--- config.mk ---
export PLATFORM = sky130hd
export DESIGN_NAME = pos_unit
export DESIGN_NICKNAME = d
export VERILOG_FILES = /design/src/include/pos_pkg.sv /design/src/design/pos_req_detect.sv /design/src/design/pos_unit.sv
export SDC_FILE = /design/constraint.sdc
export NUM_CORES = 1
export LEC_CHECK = 0
export BUFFER_PORTS_ARGS = -buffer_cell sky130_fd_sc_hd__buf_4
export CAP_MARGIN = 0
export CORE_ASPECT_RATIO = 1.75
export CORE_MARGIN = 4
export CORE_UTILIZATION = 57
export DETAILED_ROUTE_END_ITERATION = 6
export GPL_TIMING_DRIVEN = 0
export PLACE_DENSITY = 0.85
export SKIP_CTS_REPAIR_TIMING = 1
export SYNTH_ARGS = -nofsm -noshare
export SYNTH_HDL_FRONTEND = slang
export SYNTH_HIERARCHICAL = 1
export SYNTH_SLANG_ARGS = --single-unit
--- constraint.sdc ---
create_clock -name hclk -period 3.6 [get_ports hclk]
set_input_delay 1.08 -clock hclk [delete_from_list [all_inputs] [get_ports hclk]]
set_output_delay 1.08 -clock hclk [all_outputs]
set_load 0.02 [all_outputs]
--- src/include/pos_pkg.sv ---
package pos_pkg;

  // Offsets are not all word aligned, so they are kept as
  // indices and each register sits at four times its index.
  localparam logic [31:0] POS_INLVL_INDEX    = 32'hffff83c0;
  localparam logic [31:0] POS_OUTLVL_INDEX   = 32'hffff83c2;
  localparam logic [31:0] POS_INLVL_ADDR     =
    {POS_INLVL_INDEX[29:0], 2'b00};
  localparam logic [31:0] POS_OUTLVL_ADDR    =
    {POS_OUTLVL_INDEX[29:0], 2'b00};
  localparam logic [31:0] POS_EVT_STAT_ADDR  = 32'hfffe0f10;
  localparam logic [31:0] POS_EVT_CLR_ADDR   = 32'hfffe0f14;
  localparam logic [31:0] POS_EVT_EN_ADDR    = 32'hfffe0f18;

  // Input-level register fields
  localparam int          POS_REQ_FLAG_LSB   = 12;
  localparam int          POS_PIE_BIT        = 8;
  localparam int          POS_MODE_LSB       = 0;
  // Output-level register fields
  localparam int          POS_OSF_BIT        = 15;
  localparam int          POS_OCE_BIT        = 9;
  localparam int          POS_OIE_BIT        = 8;

  localparam logic [15:0] POS_INLVL_RESET    = 16'h0000;
  localparam logic [15:0] POS_OUTLVL_RESET   = 16'h0000;
  localparam logic [4:0]  POS_EVT_RESET      = 5'h00;

  // Event bits: 3..0 request inputs, 4 output comparison
  localparam int          POS_EVT_W          = 5;
  localparam int          POS_EVT_CMP        = 4;

  // Sampling: sixteen low samples on a prescaler tap
  localparam logic [4:0]  POS_SAMPLE_COUNT   = 5'h10;
  localparam logic [6:0]  POS_DIV8_MASK      = 7'h07;
  localparam logic [6:0]  POS_DIV16_MASK     = 7'h0f;
  localparam logic [6:0]  POS_DIV128_MASK    = 7'h7f;
  // Simultaneous low must last longer than one cycle
  localparam logic [1:0]  POS_LOW_MIN_CYCLES = 2'h2;

  typedef enum logic [1:0] {
    POS_MODE_EDGE   = 2'b00,
    POS_MODE_DIV8   = 2'b01,
    POS_MODE_DIV16  = 2'b10,
    POS_MODE_DIV128 = 2'b11
  } pos_mode_t;

endpackage
--- src/design/pos_req_detect.sv ---
`timescale 1ns/1ns
module pos_req_detect
  import pos_pkg::*;
(
  input  wire logic      hclk,
  input  wire logic      hresetn,
  input  wire logic      req_n,
  input  wire pos_mode_t mode,
  input  wire logic      tick8,
  input  wire logic      tick16,
  input  wire logic      tick128,
  output logic           detect
);

  logic       sync1;
  logic       sync2;
  logic       sync3;
  logic       level;
  logic       level_d;
  logic [4:0] low_cnt;
  logic       next_detect;
  logic       tick_sel;
  logic       edge_hit;
  logic       sample_hit;

  assign tick_sel = (mode == POS_MODE_DIV8)   ? tick8 :
                    (mode == POS_MODE_DIV16)  ? tick16 :
                    (mode == POS_MODE_DIV128) ? tick128 : 1'b0;
  assign edge_hit = (mode == POS_MODE_EDGE) && level_d && !level; // RQ1
  // Fires once, on the sixteenth consecutive low sample
  assign sample_hit = tick_sel && !level &&
                      (low_cnt == POS_SAMPLE_COUNT - 5'h01); // RQ1
  assign next_detect = edge_hit || sample_hit;

  always_ff @(posedge hclk or negedge hresetn) begin
    if (!hresetn) begin
      sync1 <= 1'b1;
      sync2 <= 1'b1;
      sync3 <= 1'b1;
    end else begin
      sync1 <= req_n;
      sync2 <= sync1;
      sync3 <= sync2;
    end
  end

  // Level only moves once two stages agree
  always_ff @(posedge hclk or negedge hresetn) begin
    if (!hresetn) begin
      level   <= 1'b1;
      level_d <= 1'b1;
    end else begin
      level_d <= level;
      if (sync2 == sync3) begin
        level <= sync3;
      end
    end
  end

  // Counter saturates so a held low reports only once
  always_ff @(posedge hclk or negedge hresetn) begin
    if (!hresetn) begin
      low_cnt <= 5'h00;
    end else if (level || mode == POS_MODE_EDGE) begin
      low_cnt <= 5'h00;
    end else if (tick_sel && low_cnt != POS_SAMPLE_COUNT) begin
      low_cnt <= low_cnt + 5'h01;
    end
  end

  always_ff @(posedge hclk or negedge hresetn) begin
    if (!hresetn) begin
      detect <= 1'b0;
    end else begin
      detect <= next_detect;
    end
  end

endmodule

--- src/design/pos_unit.sv ---
`timescale 1ns/1ns
//
// Overview of operation
// RQ1 - Each request input: falling edge or sixteen lows
// RQ2 - Any detected request tri-states all high-current pins
// RQ3 - Paired outputs low over one cycle tri-state
// RQ4 - Comparison absent in the reduced variant
// RQ5 - Interrupts from input detection and output comparison
// RQ6 - Oscillator stop or standby forces high impedance
// RQ7 - Software clears request flags writing zero only
// RQ8 - Software clears comparison flag writing zero only
// RQ9 - Output register: comparison enable, interrupt enable
// RQ10 - Interrupt while port enable and any flag
// RQ11 - Flag clears by zero write after reading one
// RQ12 - Mode 00 edge, 01/10/11 divide 8/16/128
// RQ13 - Input register cleared by power-on reset only
// RQ14 - High impedance holds until all flags cleared
module pos_unit
  import pos_pkg::*;
#(
  parameter bit CMP_PRESENT = 1'b1,
  parameter int REQ_N       = 4
)(
  input  wire logic             hclk,
  input  wire logic             hresetn,
  input  wire logic             hsel,
  input  wire logic [31:0]      haddr,
  input  wire logic [1:0]       htrans,
  input  wire logic             hwrite,
  input  wire logic [2:0]       hsize,
  input  wire logic [31:0]      hwdata,
  input  wire logic             hready,
  output logic                  hreadyout,
  output logic [31:0]           hrdata,
  output logic                  hresp,
  input  wire logic [REQ_N-1:0] req_in_n,
  input  wire logic             ch3_out_b,
  input  wire logic             ch3_out_d,
  input  wire logic             ch4_out_a,
  input  wire logic             ch4_out_b,
  input  wire logic             ch4_out_c,
  input  wire logic             ch4_out_d,
  input  wire logic             osc_stop,
  input  wire logic             standby,
  output logic                  pin_hiz,
  output logic                  irq
);

  // Bus data phase
  logic                  addr_take;
  logic                  dp_valid;
  logic                  dp_write;
  logic                  hit_inlvl;
  logic                  hit_outlvl;
  logic                  hit_stat;
  logic                  hit_clr;
  logic                  hit_en;
  logic                  dp_inlvl;
  logic                  dp_outlvl;
  logic                  dp_stat;
  logic                  dp_clr;
  logic                  dp_en;
  logic                  wr_inlvl;
  logic                  wr_outlvl;
  logic                  wr_clr;
  logic                  wr_en;
  logic                  rd_inlvl;
  logic                  rd_outlvl;
  logic                  rd_stat;
  logic                  rd_en;
  logic [15:0]           inlvl_view;
  logic [15:0]           outlvl_view;
  logic [31:0]           rd_word_inlvl;
  logic [31:0]           rd_word_outlvl;
  logic [31:0]           rd_word_stat;
  logic [31:0]           rd_word_en;
  logic [31:0]           rd_mux;

  // Control registers
  logic [REQ_N-1:0]      req_flag;
  logic [REQ_N-1:0]      next_req_flag;
  logic [REQ_N-1:0]      req_seen;
  logic [REQ_N-1:0]      req_clr;
  logic                  port_interrupt_enable;
  logic [2*REQ_N-1:0]    mode_bits;
  logic                  osf;
  logic                  next_osf;
  logic                  osf_seen;
  logic                  osf_clr;
  logic                  oce;
  logic                  oie;

  // Event block
  logic [POS_EVT_W-1:0]  evt_status;
  logic [POS_EVT_W-1:0]  evt_en;
  logic [POS_EVT_W-1:0]  evt_pulse;
  logic [POS_EVT_W-1:0]  evt_wclr;

  // Detection
  logic [6:0]            presc;
  logic                  tick8;
  logic                  tick16;
  logic                  tick128;
  logic [REQ_N-1:0]      req_det;
  logic [2:0]            pair_low;
  logic [2:0]            pair_hit;
  logic                  cmp_hit;
  logic                  cmp_event;

  // ---------------- Bus slave ----------------
  // Zero-wait slave; every access completes with OKAY
  assign hreadyout = 1'b1;
  assign hresp     = 1'b0;
  assign addr_take = hsel && hready && htrans[1];

  // Full address compare, so no register has an alias
  assign hit_inlvl  = haddr == POS_INLVL_ADDR;
  assign hit_outlvl = haddr == POS_OUTLVL_ADDR;
  assign hit_stat   = haddr == POS_EVT_STAT_ADDR;
  assign hit_clr    = haddr == POS_EVT_CLR_ADDR;
  assign hit_en     = haddr == POS_EVT_EN_ADDR;

  always_ff @(posedge hclk or negedge hresetn) begin
    if (!hresetn) begin
      dp_valid <= 1'b0;
      dp_write <= 1'b0;
    end else begin
      dp_valid <= addr_take;
      dp_write <= addr_take && hwrite;
    end
  end

  // Register selects held through the data phase
  always_ff @(posedge hclk or negedge hresetn) begin
    if (!hresetn) begin
      dp_inlvl  <= 1'b0;
      dp_outlvl <= 1'b0;
      dp_stat   <= 1'b0;
      dp_clr    <= 1'b0;
      dp_en     <= 1'b0;
    end else begin
      dp_inlvl  <= addr_take && hit_inlvl;
      dp_outlvl <= addr_take && hit_outlvl;
      dp_stat   <= addr_take && hit_stat;
      dp_clr    <= addr_take && hit_clr;
      dp_en     <= addr_take && hit_en;
    end
  end

  assign wr_inlvl  = dp_write && dp_inlvl;
  assign wr_outlvl = dp_write && dp_outlvl;
  assign wr_clr    = dp_write && dp_clr;
  assign wr_en     = dp_write && dp_en;
  assign rd_inlvl  = dp_valid && !dp_write && dp_inlvl;
  assign rd_outlvl = dp_valid && !dp_write && dp_outlvl;
  assign rd_stat   = dp_valid && !dp_write && dp_stat;
  assign rd_en     = dp_valid && !dp_write && dp_en;

  // Reserved bits read as zero
  assign inlvl_view  = {req_flag, 3'b000, port_interrupt_enable, mode_bits};
  assign outlvl_view = {osf, 5'b00000, oce, oie, 8'h00};

  // Each word is zero unless its own register is read
  assign rd_word_inlvl  = rd_inlvl ? {16'h0000, inlvl_view} :
                                     32'h0000_0000;
  assign rd_word_outlvl = rd_outlvl ? {16'h0000, outlvl_view} :
                                      32'h0000_0000;
  assign rd_word_stat   = rd_stat ? {27'h0, evt_status} :
                                    32'h0000_0000;
  assign rd_word_en     = rd_en ? {27'h0, evt_en} : 32'h0000_0000;

  // Unmapped addresses and the clear register read as zero
  assign rd_mux = rd_word_inlvl | rd_word_outlvl |
                  rd_word_stat | rd_word_en;

  // Read data is the register view during the data phase
  assign hrdata = rd_mux;

  // ---------------- Prescaler taps ----------------
  always_ff @(posedge hclk or negedge hresetn) begin
    if (!hresetn) begin
      presc <= 7'h00;
    end else begin
      presc <= presc + 7'h01;
    end
  end

  // Taps fire once per 8, 16 and 128 clocks
  assign tick8   = (presc & POS_DIV8_MASK)   == POS_DIV8_MASK; // RQ12
  assign tick16  = (presc & POS_DIV16_MASK)  == POS_DIV16_MASK; // RQ12
  assign tick128 = (presc & POS_DIV128_MASK) == POS_DIV128_MASK; // RQ12

  // ---------------- Request inputs ----------------
  genvar gi;
  generate
    for (gi = 0; gi < REQ_N; gi++) begin : g_req
      pos_req_detect u_det (
        .hclk    (hclk),
        .hresetn (hresetn),
        .req_n   (req_in_n[gi]),
        .mode    (pos_mode_t'(mode_bits[2*gi +: 2])),
        .tick8   (tick8),
        .tick16  (tick16),
        .tick128 (tick128),
        .detect  (req_det[gi])
      ); // RQ1

      // Zero clears only a flag already read as one
      assign req_clr[gi] = wr_inlvl && req_seen[gi] &&
        !hwdata[POS_REQ_FLAG_LSB + gi]; // RQ7
    end
  endgenerate

  // A new detection outlives a clear in the same cycle
  assign next_req_flag = (req_flag & ~req_clr) | req_det; // RQ11

  // hresetn is the power-on reset; no other reset reaches this
  always_ff @(posedge hclk or negedge hresetn) begin
    if (!hresetn) begin
      req_flag <= POS_INLVL_RESET[POS_REQ_FLAG_LSB +: REQ_N]; // RQ13
    end else begin
      req_flag <= next_req_flag; // RQ11
    end
  end

  // Control bits keep their value through standby and sleep
  always_ff @(posedge hclk or negedge hresetn) begin
    if (!hresetn) begin
      port_interrupt_enable       <= POS_INLVL_RESET[POS_PIE_BIT];
      mode_bits <= POS_INLVL_RESET[POS_MODE_LSB +: 2*REQ_N];
    end else if (wr_inlvl) begin
      port_interrupt_enable       <= hwdata[POS_PIE_BIT]; // RQ9
      mode_bits <= hwdata[POS_MODE_LSB +: 2*REQ_N]; // RQ12
    end
  end

  // Remember which flags software has seen set
  always_ff @(posedge hclk or negedge hresetn) begin
    if (!hresetn) begin
      req_seen <= '0;
    end else begin
      req_seen <= (req_seen | (rd_inlvl ? req_flag : '0)) &
                  next_req_flag; // RQ11
    end
  end

  // ---------------- Output comparison ----------------
  assign pair_low[0] = !ch3_out_b && !ch3_out_d; // RQ3
  assign pair_low[1] = !ch4_out_a && !ch4_out_c; // RQ3
  assign pair_low[2] = !ch4_out_b && !ch4_out_d; // RQ3

  generate
    for (gi = 0; gi < 3; gi++) begin : g_pair
      logic [1:0] run;
      always_ff @(posedge hclk or negedge hresetn) begin
        if (!hresetn) begin
          run <= 2'h0;
        end else if (!pair_low[gi]) begin
          run <= 2'h0;
        end else if (run != POS_LOW_MIN_CYCLES) begin
          run <= run + 2'h1;
        end
      end
      // Hit on the second consecutive low cycle
      assign pair_hit[gi] = pair_low[gi] &&
        (run == POS_LOW_MIN_CYCLES - 2'h1); // RQ3
    end
  endgenerate

  // The reduced variant still builds the pair counters but masks every hit
  assign cmp_hit = CMP_PRESENT && oce && (|pair_hit); // RQ4

  always_ff @(posedge hclk or negedge hresetn) begin
    if (!hresetn) begin
      cmp_event <= 1'b0;
    end else begin
      cmp_event <= cmp_hit;
    end
  end

  assign osf_clr  = wr_outlvl && osf_seen && !hwdata[POS_OSF_BIT]; // RQ8
  // A new hit outlives a clear in the same cycle
  assign next_osf = (osf && !osf_clr) || cmp_event;

  always_ff @(posedge hclk or negedge hresetn) begin
    if (!hresetn) begin
      osf <= POS_OUTLVL_RESET[POS_OSF_BIT];
    end else begin
      osf <= next_osf; // RQ8
    end
  end

  // Cleared with the flag, so a stale read never arms a clear
  always_ff @(posedge hclk or negedge hresetn) begin
    if (!hresetn) begin
      osf_seen <= 1'b0;
    end else begin
      osf_seen <= (osf_seen || (rd_outlvl && osf)) && next_osf;
    end
  end

  // Reduced variant keeps both enables at zero
  always_ff @(posedge hclk or negedge hresetn) begin
    if (!hresetn) begin
      oce <= POS_OUTLVL_RESET[POS_OCE_BIT];
      oie <= POS_OUTLVL_RESET[POS_OIE_BIT];
    end else if (wr_outlvl) begin
      oce <= CMP_PRESENT && hwdata[POS_OCE_BIT]; // RQ9
      oie <= CMP_PRESENT && hwdata[POS_OIE_BIT]; // RQ9
    end
  end

  // ---------------- Event status ----------------
  assign evt_pulse = {cmp_event, req_det};
  assign evt_wclr  = wr_clr ? hwdata[POS_EVT_W-1:0] : '0;

  always_ff @(posedge hclk or negedge hresetn) begin
    if (!hresetn) begin
      evt_status <= POS_EVT_RESET;
    end else begin
      // Set wins over a clear in the same cycle
      evt_status <= (evt_status & ~evt_wclr) | evt_pulse; // RQ5
    end
  end

  always_ff @(posedge hclk or negedge hresetn) begin
    if (!hresetn) begin
      evt_en <= POS_EVT_RESET;
    end else if (wr_en) begin
      evt_en <= hwdata[POS_EVT_W-1:0];
    end
  end

  // ---------------- Outputs ----------------
  // Level interrupt; the event block adds a per-source view
  assign irq = (port_interrupt_enable && (|req_flag)) || // RQ10
               (oie && osf) || // RQ5
               (|(evt_status & evt_en));

  // Held off only once every flag has been cleared.
  // Oscillator stop and standby act regardless of pin function.
  assign pin_hiz = (|req_flag) || // RQ2
                   osf || // RQ14
                   osc_stop || standby; // RQ6

endmodule

---- Yosys cells after proc, flatten, opt, wreduce, memory -nomap -nowiden ----
Cells that the tools add are included.
word-level totals
  word-level logic and storage cells ...... 244
  output and inout bits ................... 36
  bits of input ports ..................... 86
  register bits after elaboration ......... 96
cells by class
  reduce and logical (&&, ||, !) cells .... 101
  mux-type cells .......................... 32
  bitwise gates (word level) .............. 12
  add/subtract/negate cells ............... 8
  equality and inequality tests ........... 41
operators by type and width
  operator              number
  $eq 32x32->1 const B  5
  $logic_and 1x1->1     59
  $mux 5                11
  $mux 16               2
  $or 16x5->16          2
  $add 5x1->5 const B   4
  $eq 5x4->1 const B    4
  $ne 5x5->1 const B    4
  $eq 2x2->1 const B    8
  $logic_not 1->1       16
  $or 16x16->16         1
  $logic_or 1x1->1      15
  $eq 2x1->1 const B    7
  $mux 1                12
  $mux 2                6
  $and 5x5->5           2
  $and 4x4->4           2
  $logic_not 2->1       4
  $or 4x4->4            2
  $reduce_bool 2->1     4
  $add 7x1->7 const B   1
  $eq 7x7->1 const B    1
  $add 2x1->2 const B   3
  $ne 2x1->1 const B    3
  11 further kinds      16

---- Longest topological paths before layout ----
Gate-level depths: netlist of run 1.
  depth after elaboration ................. 7
  depth in mapped cells ................... 8
  depth with buffers taken out ............ 8

---- Modules after synthesis ----
The synthesis of run 1 kept the hierarchy.
modules (own cells, without submodules)
  module                               cells an instance  times used  seq. area each (um^2)  area each (um^2)
  pos_unit                             226                1           1301.2                 2551.2
  pos_req_detect (g_req[1].u_det ...)  44                 2           281.5                  518.0
  pos_req_detect (g_req[0].u_det ...)  42                 2           281.5                  504.2

---- Worst setup path after synthesis of run 1 ----
OpenSTA, ideal clock, no wires.
  kind .................................... in2out
  start ................................... input port osc_stop
  end ..................................... output port pin_hiz
  setup slack ............................. 0.823 ns
  required time ........................... 2.520 ns
  stages .................................. 1
  path buffers ............................ 0
  data arrival time ....................... 1.697 ns
  cell sequence ........................... or4_1
between the ends
  cells in the longest elaborated chain, start to end .. 2
RTL lines
  what              line             text
  from (decl)       pos_unit.sv:43   input wire logic osc_stop,
  $logic_or 1x1->1  pos_unit.sv:343  osf ||
  $logic_or 1x1->1  pos_unit.sv:344  osc_stop || standby;
  to (decl)         pos_unit.sv:45   output logic pin_hiz,
Every way passes these cells.

---- Worst setup path in the final report of run 1 ----
  start ................................... register dp_write
  end ..................................... output port hrdata[2]
between the ends
  cells in the longest elaborated chain, start to end .. 7
  elaborated cells on any way between the ends .. 11
  those cells by class .................... 3 x mux; 3 x bitwise; 5 x reduce/logical
RTL lines
  what                    line                                               text
  from (decl)             pos_unit.sv:52                                     logic dp_write;
  from (signal assigned)  pos_unit.sv:129                                    dp_write <= addr_take && hwrite;
  $logic_not 1->1 *       pos_unit.sv:154, pos_unit.sv:156, pos_unit.sv:157
  $logic_and 1x1->1 *     pos_unit.sv:154, pos_unit.sv:156, pos_unit.sv:157
  $logic_and 1x1->1       pos_unit.sv:154                                    assign rd_inlvl = dp_valid && !dp_write && dp_inlvl;
  $mux 16                 pos_unit.sv:164                                    assign rd_word_inlvl = rd_inlvl ? {16'h0000, inlvl_view} :
  $or 16x16->16           pos_unit.sv:173                                    assign rd_mux = rd_word_inlvl | rd_word_outlvl |
  $or 16x5->16            pos_unit.sv:173
  $or 16x5->16 *          pos_unit.sv:174                                    rd_word_stat | rd_word_en;
  to (decl)               pos_unit.sv:34                                     output logic [31:0] hrdata,
Every way passes the cells marked *; elsewhere a longest branch is shown, timed or not.

==> results of run 1 <==
synth_stat cells (6+ instances only):
cell type	number	area, µm²
a21o_1	8	60.06
xnor2_1	7	61.31
a22oi_1	10	75.07
xor2_1	6	52.55
nor3_1	6	30.03
nand3_1	9	45.04
and2_1	8	50.05
dfstp_2	20	525.5
a21oi_1	13	65.06
buf_4	20	150.1
ha_1	20	250.2
mux2_2	16	180.2
mux2i_1	14	140.1
inv_1	20	75.07
a211oi_1	6	45.04
nand2_1	15	56.30
nor2_1	35	131.4
and3_1	14	87.58
dfrtp_1	76	1902
per-layer routing:
layer / GRT usage, % / share of wire, % / vias up
met5: 0 / 0 / -
met4: 9.166 / 2.4 / 0
met3: 5.155 / 5.5 / 20
met2: 37.73 / 54 / 99
met1: 24.74 / 38 / 1591
li1: - / - / 1584
layout make-up:
cell class	instances	area, µm²
clock buffer	12	256.5
inverter	20	75.07
buffer	24	168.9
multi-input combinational	276	1992
timing repair buffer	79	593.1
tap	90	112.6
sequential	96	2427
clock inverter	4	52.55
fill	570	2231
cells in the final DEF (no fill, tap or decap), drive strengths merged, types with 15 or more instances in the layout:
cell   count
buf      101
conb      20
dfrtp     76
dfstp     20
ha        20
inv       20
mux2      16
nand2     15
nor2      35
cells by family (layout without fill, tap and decap cells):
family	Yosys count	after routing	synth area share, %
other cells	2	20	0.1634
mux	30	30	6.970
buf+inv	44	139	5.309
fa+ha+maj	24	24	6.316
compound gates	54	54	9.284
xor+xnor	13	13	2.478
simple gates	135	135	16.66
flops	96	96	52.82
sequential cells by signal, summed over array words and instances (netlist names), 5 cells and up:
signal	count
g_req.u_det/low_cnt	20
mode_bits	8
presc	7
g_pair.run	6
evt_en	5
evt_status	5
metrics by stage:
step	hold WS [ns]	util [%]	std cells
floorplan	0.3452	-	416
global placement	0.3458	67.88	585
detailed placement	0.3495	67.88	585
CTS	0.3588	71.79	601
global route	0.3621	71.79	601
finish	0.3570	71.79	601
path summary, 6_finish.rpt:
check | startpoint | to | depth (start not counted)
max in group asynchronous | hresetn | dp_write | 1
min reg2reg | g_req[0].u_det/sync1 | g_req[0].u_det/sync2 | 0
min | g_req[0].u_det/sync1 | g_req[0].u_det/sync2 | 0
max | dp_write | hrdata[2] | 5
min in group asynchronous | hresetn | mode_bits[5] | 1
max reg2reg | presc[0] | g_req[1].u_det/low_cnt[3] | 8
power breakdown:
group,switching (mW),internal [mW],total (mW)
Clock,0.398,0.576,0.974
Sequential,0.0485,1.14,1.19
Combinational,0.117,0.123,0.240
==> flow_summary.yaml, run 1 <==
sta:
  final.min_clock_period_ns: 3.062
  setup_tns_ns: 0
  tightest_slew_ns: 1.164
  slew_viol_final: 0
  slew_headroom_pct: 22.41
  finalCritPeriodShare_pct: 85.05
  hold_violations: 0
  fmax_mhz: 326.6
  finalSetupViolCount: 0
  final.setup_skew_ns: 0.009750
  layout_setup_ws_ns: 0.5381
  rsz0062_at_grt: "no"
synthesis:
  syn_inst: 398
  yosysWarnings: 6
  synth-main-ff-cell: "dfrtp_1"
  synth_edf_count: 0
  synth_cell_types: 48
  avgSynthCellArea_um2: 11.55
  netlist_area_um2: 4596
  ys_seq_area_share_pct: 52.82
  ys_seq_elements: 96
  synthArstFlopShare_pct: 100.0
final_layout:
  diodes: 0
  finalInstanceArea_um2: 5678
  area_growth_pct: 23.55
  nets: 612
  drive_gt1_share_pct: 32.88
place:
  gp_congestion: 0.7882
  dp_hpwl_mm: 7.197
  postPlaceCellArea_um2: 5369
  port_buffers: 79
  pre_cts_ws_ns: 0.6639
setup_path:
  cp_data_arrival_time_ns: 1.98
  r2r_slack_ns: 1.12
  crit_path_start_kind: "flop"
  cp_slowest_cell: "nor2b_1"
  path_class: "flop to output pin"
  worst-path-buf-inv: 2
  crit_family: "simple AND/OR/NAND/NOR gates"
  cp_max_fo: 8
  worst_ep_required_time_ns: 2.52
  slowest_delay_ns: 0.47
  path_cells: "clkbuf_2 -> nor2b_1 -> and2_1 -> a221o_1 -> buf_4"
  crit_path_end_kind: "output pin"
status:
  status: "complete, no violations"
clock_network:
  cts.path.max_buffers: 2
  clockRootBuffer: "clkbuf_16"
  cts_buffers: 9
  path_clk_slew_ns: 0.06
  clock_sinks: 96
  htreeDepth: 3
  cts_tree: "done"
  clk_latency_ns: 0.34
route:
  routedWlPerCell_um: 16.15
  drc: 0
  ant_nets: 0
  viasPerCell: 5.481
  vias: 3294
  drt_iter0_markers: 169
  drt_pre_antenna_iters: 4
  wl_mm: 9.708
pwr:
  power_mw: 2.406
  p_per_area_nw_per_um2: 423.8
  peakVddDrop_uv: 300.2
  p_leak_nw: 2.683
grt:
  grt_pass1_wl_mm: 15.95
  antenna_found_initial: 0
  grt_overflow: 0
  grt_max_degree: 97
  globalRouteTotalUtil_pct: 21.81
  grt_pass1_vias: 3533
flow_run:
  drv_cap: 0
floorplan:
  fp.dieW_um: 75.88
  fp.dieH_um: 126.8
  start_util_pct: 58.11
  core.rowCount: 43
  design.die.area_um2: 9620
  top_level_ports: 122
  core_area_um2: 7909
min_path:
  min_path_type: "flop to flop"
Power figures use the tool's default switching activity.
==> run 2: changes to the inputs <==
SYNTH_HIERARCHICAL = unset   (was 1)
==> flow_summary.yaml, run 2 <==
synthesis:
  synth-main-ff-cell: "dfrtp_1"
  syn_inst: 427
  synthArstFlopShare_pct: 100.0
  yosysWarnings: 0
  avgSynthCellArea_um2: 11.06
  synth_mux_area_share_pct: 5.086
  synthSimpleGateAreaFrac_pct: 19.18
  synth.cells.most_frequent: "dfrtp_1 (76), nand2_1 (34), nor2_1 (26)"
  synth_xor_area_share_pct: 1.298
  synth_cell_types: 53
  synth_compound_area_share_pct: 11.15
  netlist.top_cell.by_area: "dfrtp_1"
  ys_seq_area_share_pct: 51.39
  synth.most_common_cell: "dfrtp_1"
  ys_top_cells_by_area: "dfrtp_1 (40%), dfstp_2 (11%), ha_1 (5.3%), mux2_1 (3.8%), buf_4 (3.2%)"
  synth_edf_count: 0
  synthAdderAreaFrac_pct: 6.146
  synth_top_family_by_area: "simple AND/OR/NAND/NOR gates"
  synth_top_area_share_pct: 40.26
  netlist_area_um2: 4723
  ys_seq_elements: 96
setup_path:
  worst_ep_required_time_ns: 2.52
  worst-path-buf-inv: 2
  crit_path_end_kind: "output pin"
  path_class: "flop to output pin"
  cp_slowest_cell: "dfrtp_1"
  cp.depth: 5
  path_cells: "nor2b_1 -> clkbuf_1 -> a32oi_1 -> nand2_1 -> buf_4"
  cp_data_arrival_time_ns: 1.96
  slowest_delay_ns: 0.44
  cp_max_fo: 10
  crit_family: "buffers and inverters"
  reg2reg_depth: 6
  crit_path_start_kind: "flop"
clock_network:
  cts_tree: "done"
  htreeDepth: 3
  clockRootBuffer: "clkbuf_16"
  clock_sinks: 96
  cts_buffers: 9
  clk_latency_ns: 0.33
  path_clk_slew_ns: 0.06
  cts.path.max_buffers: 2
route:
  drt_pre_antenna_iters: 4
  ant_nets: 0
  drc: 0
  routedWlPerCell_um: 16.48
  vias: 3610
  wl_mm: 10.38
  viasPerCell: 5.730
  drt_iter0_markers: 318
grt:
  grt_overflow: 0
  grt_pass1_vias: 3885
  globalRouteTotalUtil_pct: 21.89
  antenna_found_initial: 0
  grt_pass1_wl_mm: 17.41
  grt_max_degree: 97
sta:
  final.min_clock_period_ns: 3.035
  slew_viol_final: 0
  rsz0062_at_grt: "no"
  final.setup_skew_ns: 0.003029
  holdWs_ns: 0.3559
  finalSetupViolCount: 0
  fmax_mhz: 329.5
  finalCritPeriodShare_pct: 84.31
  setup_tns_ns: 0
  hold_violations: 0
  slew_headroom_pct: 21.73
  layout_setup_ws_ns: 0.5649
  tightest_slew_ns: 1.174
pwr:
  p_sw_share_pct: 22.02
  pwr-share-clk_pct: 41.6
  p_per_area_nw_per_um2: 408.3
  p_leak_nw: 2.768
  seqPwrFrac_pct: 49.7
  combPwrFrac_pct: 8.7
  netSwitchingPower_mw: 0.5228
  power_mw: 2.374
  p_int_mw: 1.852
  peakVddDrop_uv: 296.0
final_layout:
  largest-register: "g_req.u_det.low_cnt"
  layout_common_cells: "buf_4 (99), dfrtp_1 (76), nand2_1 (34)"
  drive_gt1_share_pct: 27.04
  num-fill-cells: 563
  finalInstanceArea_um2: 5816
  final_cells: 630
  diodes: 0
  largest_reg_flops: 20
  nets: 641
  layout_commonest_cell: "buf_4"
  top_regs: "g_req.u_det.low_cnt: 20 flops, mode_bits: 8 flops, presc: 7 flops"
  utilization_pct: 72.55
  area_growth_pct: 23.13
min_path:
  min_path_type: "flop to flop"
  hold_depth: 0
place:
  dp_hpwl_mm: 7.903
  postPlaceCellArea_um2: 5497
  port_buffers: 79
  numPlacedInstances: 614
  pre_cts_ws_ns: 0.6670
  gp_congestion: 0.8148
floorplan:
  core_area_um2: 8016
  top_level_ports: 122
  design.die.area_um2: 9864
  start_util_pct: 58.92
  fp.dieH_um: 128.4
  fp.dieW_um: 76.81
  core.rowCount: 43
flow_run:
  drv_cap: 0
status:
  status: "complete, no violations"
==> run 2: path summary, 6_finish.rpt <==
| check | start | end | slack, ns |
|---|---|---|---|
| min in group asynchronous | hresetn | g_req[1].u_det.low_cnt[1] | 0.97 |
| hold reg to reg | g_req[0].u_det.sync1 | g_req[0].u_det.sync2 | 0.36 |
| setup reg to reg | presc[0] | g_req[3].u_det.low_cnt[3] | 1.69 |
| setup / recovery | dp_write | hrdata[1] | 0.56 |
| max in group asynchronous | hresetn | req_flag[1] | 1.87 |
| hold / removal | g_req[0].u_det.sync1 | g_req[0].u_det.sync2 | 0.36 |
==> run 2: cell type report <==
cell class | count | area [µm²] | share of cell area, %
inverter | 23 | 86.33 | 1.485
multi-input combinational | 299 | 2100 | 36.10
clock buffer | 14 | 284.0 | 4.884
timing repair buffer | 79 | 593.1 | 10.20
buffer | 27 | 177.7 | 3.055
tap | 90 | 112.6 | 1.936
sequential | 96 | 2427 | 41.74
clock inverter | 2 | 35.03 | 0.6024
==> run 2: layer usage <==
layer | vias to the layer above | wire length [µm] | global-route usage [%]
met5 | - | 0 | 0
li1 | 1713 | - | -
met2 | 106 | 5886 | 40.96
met1 | 1768 | 3701 | 23.63
met4 | 0 | 255 | 8.538
met3 | 23 | 539 | 5.112
==> run 2: cell families after synthesis <==
kind of cell | Yosys count
and+or+nand+nor | 152
DFF | 96
AOI/OAI and AO/OA | 74
buffers and inverters | 50
adders and majority gates | 24
muxes | 22
xor gates and xnor gates | 7
other | 2
==> run 2: power groups by stage <==
stage,clock [mW],sequential [mW],combinational [mW]
after global routing,1.06,1.19,0.231
after floorplan,0,1.18,0.110
after detailed placement,0,1.20,0.207
after CTS,1.00,1.18,0.208
after global placement,0,1.19,0.198
final,0.988,1.18,0.207
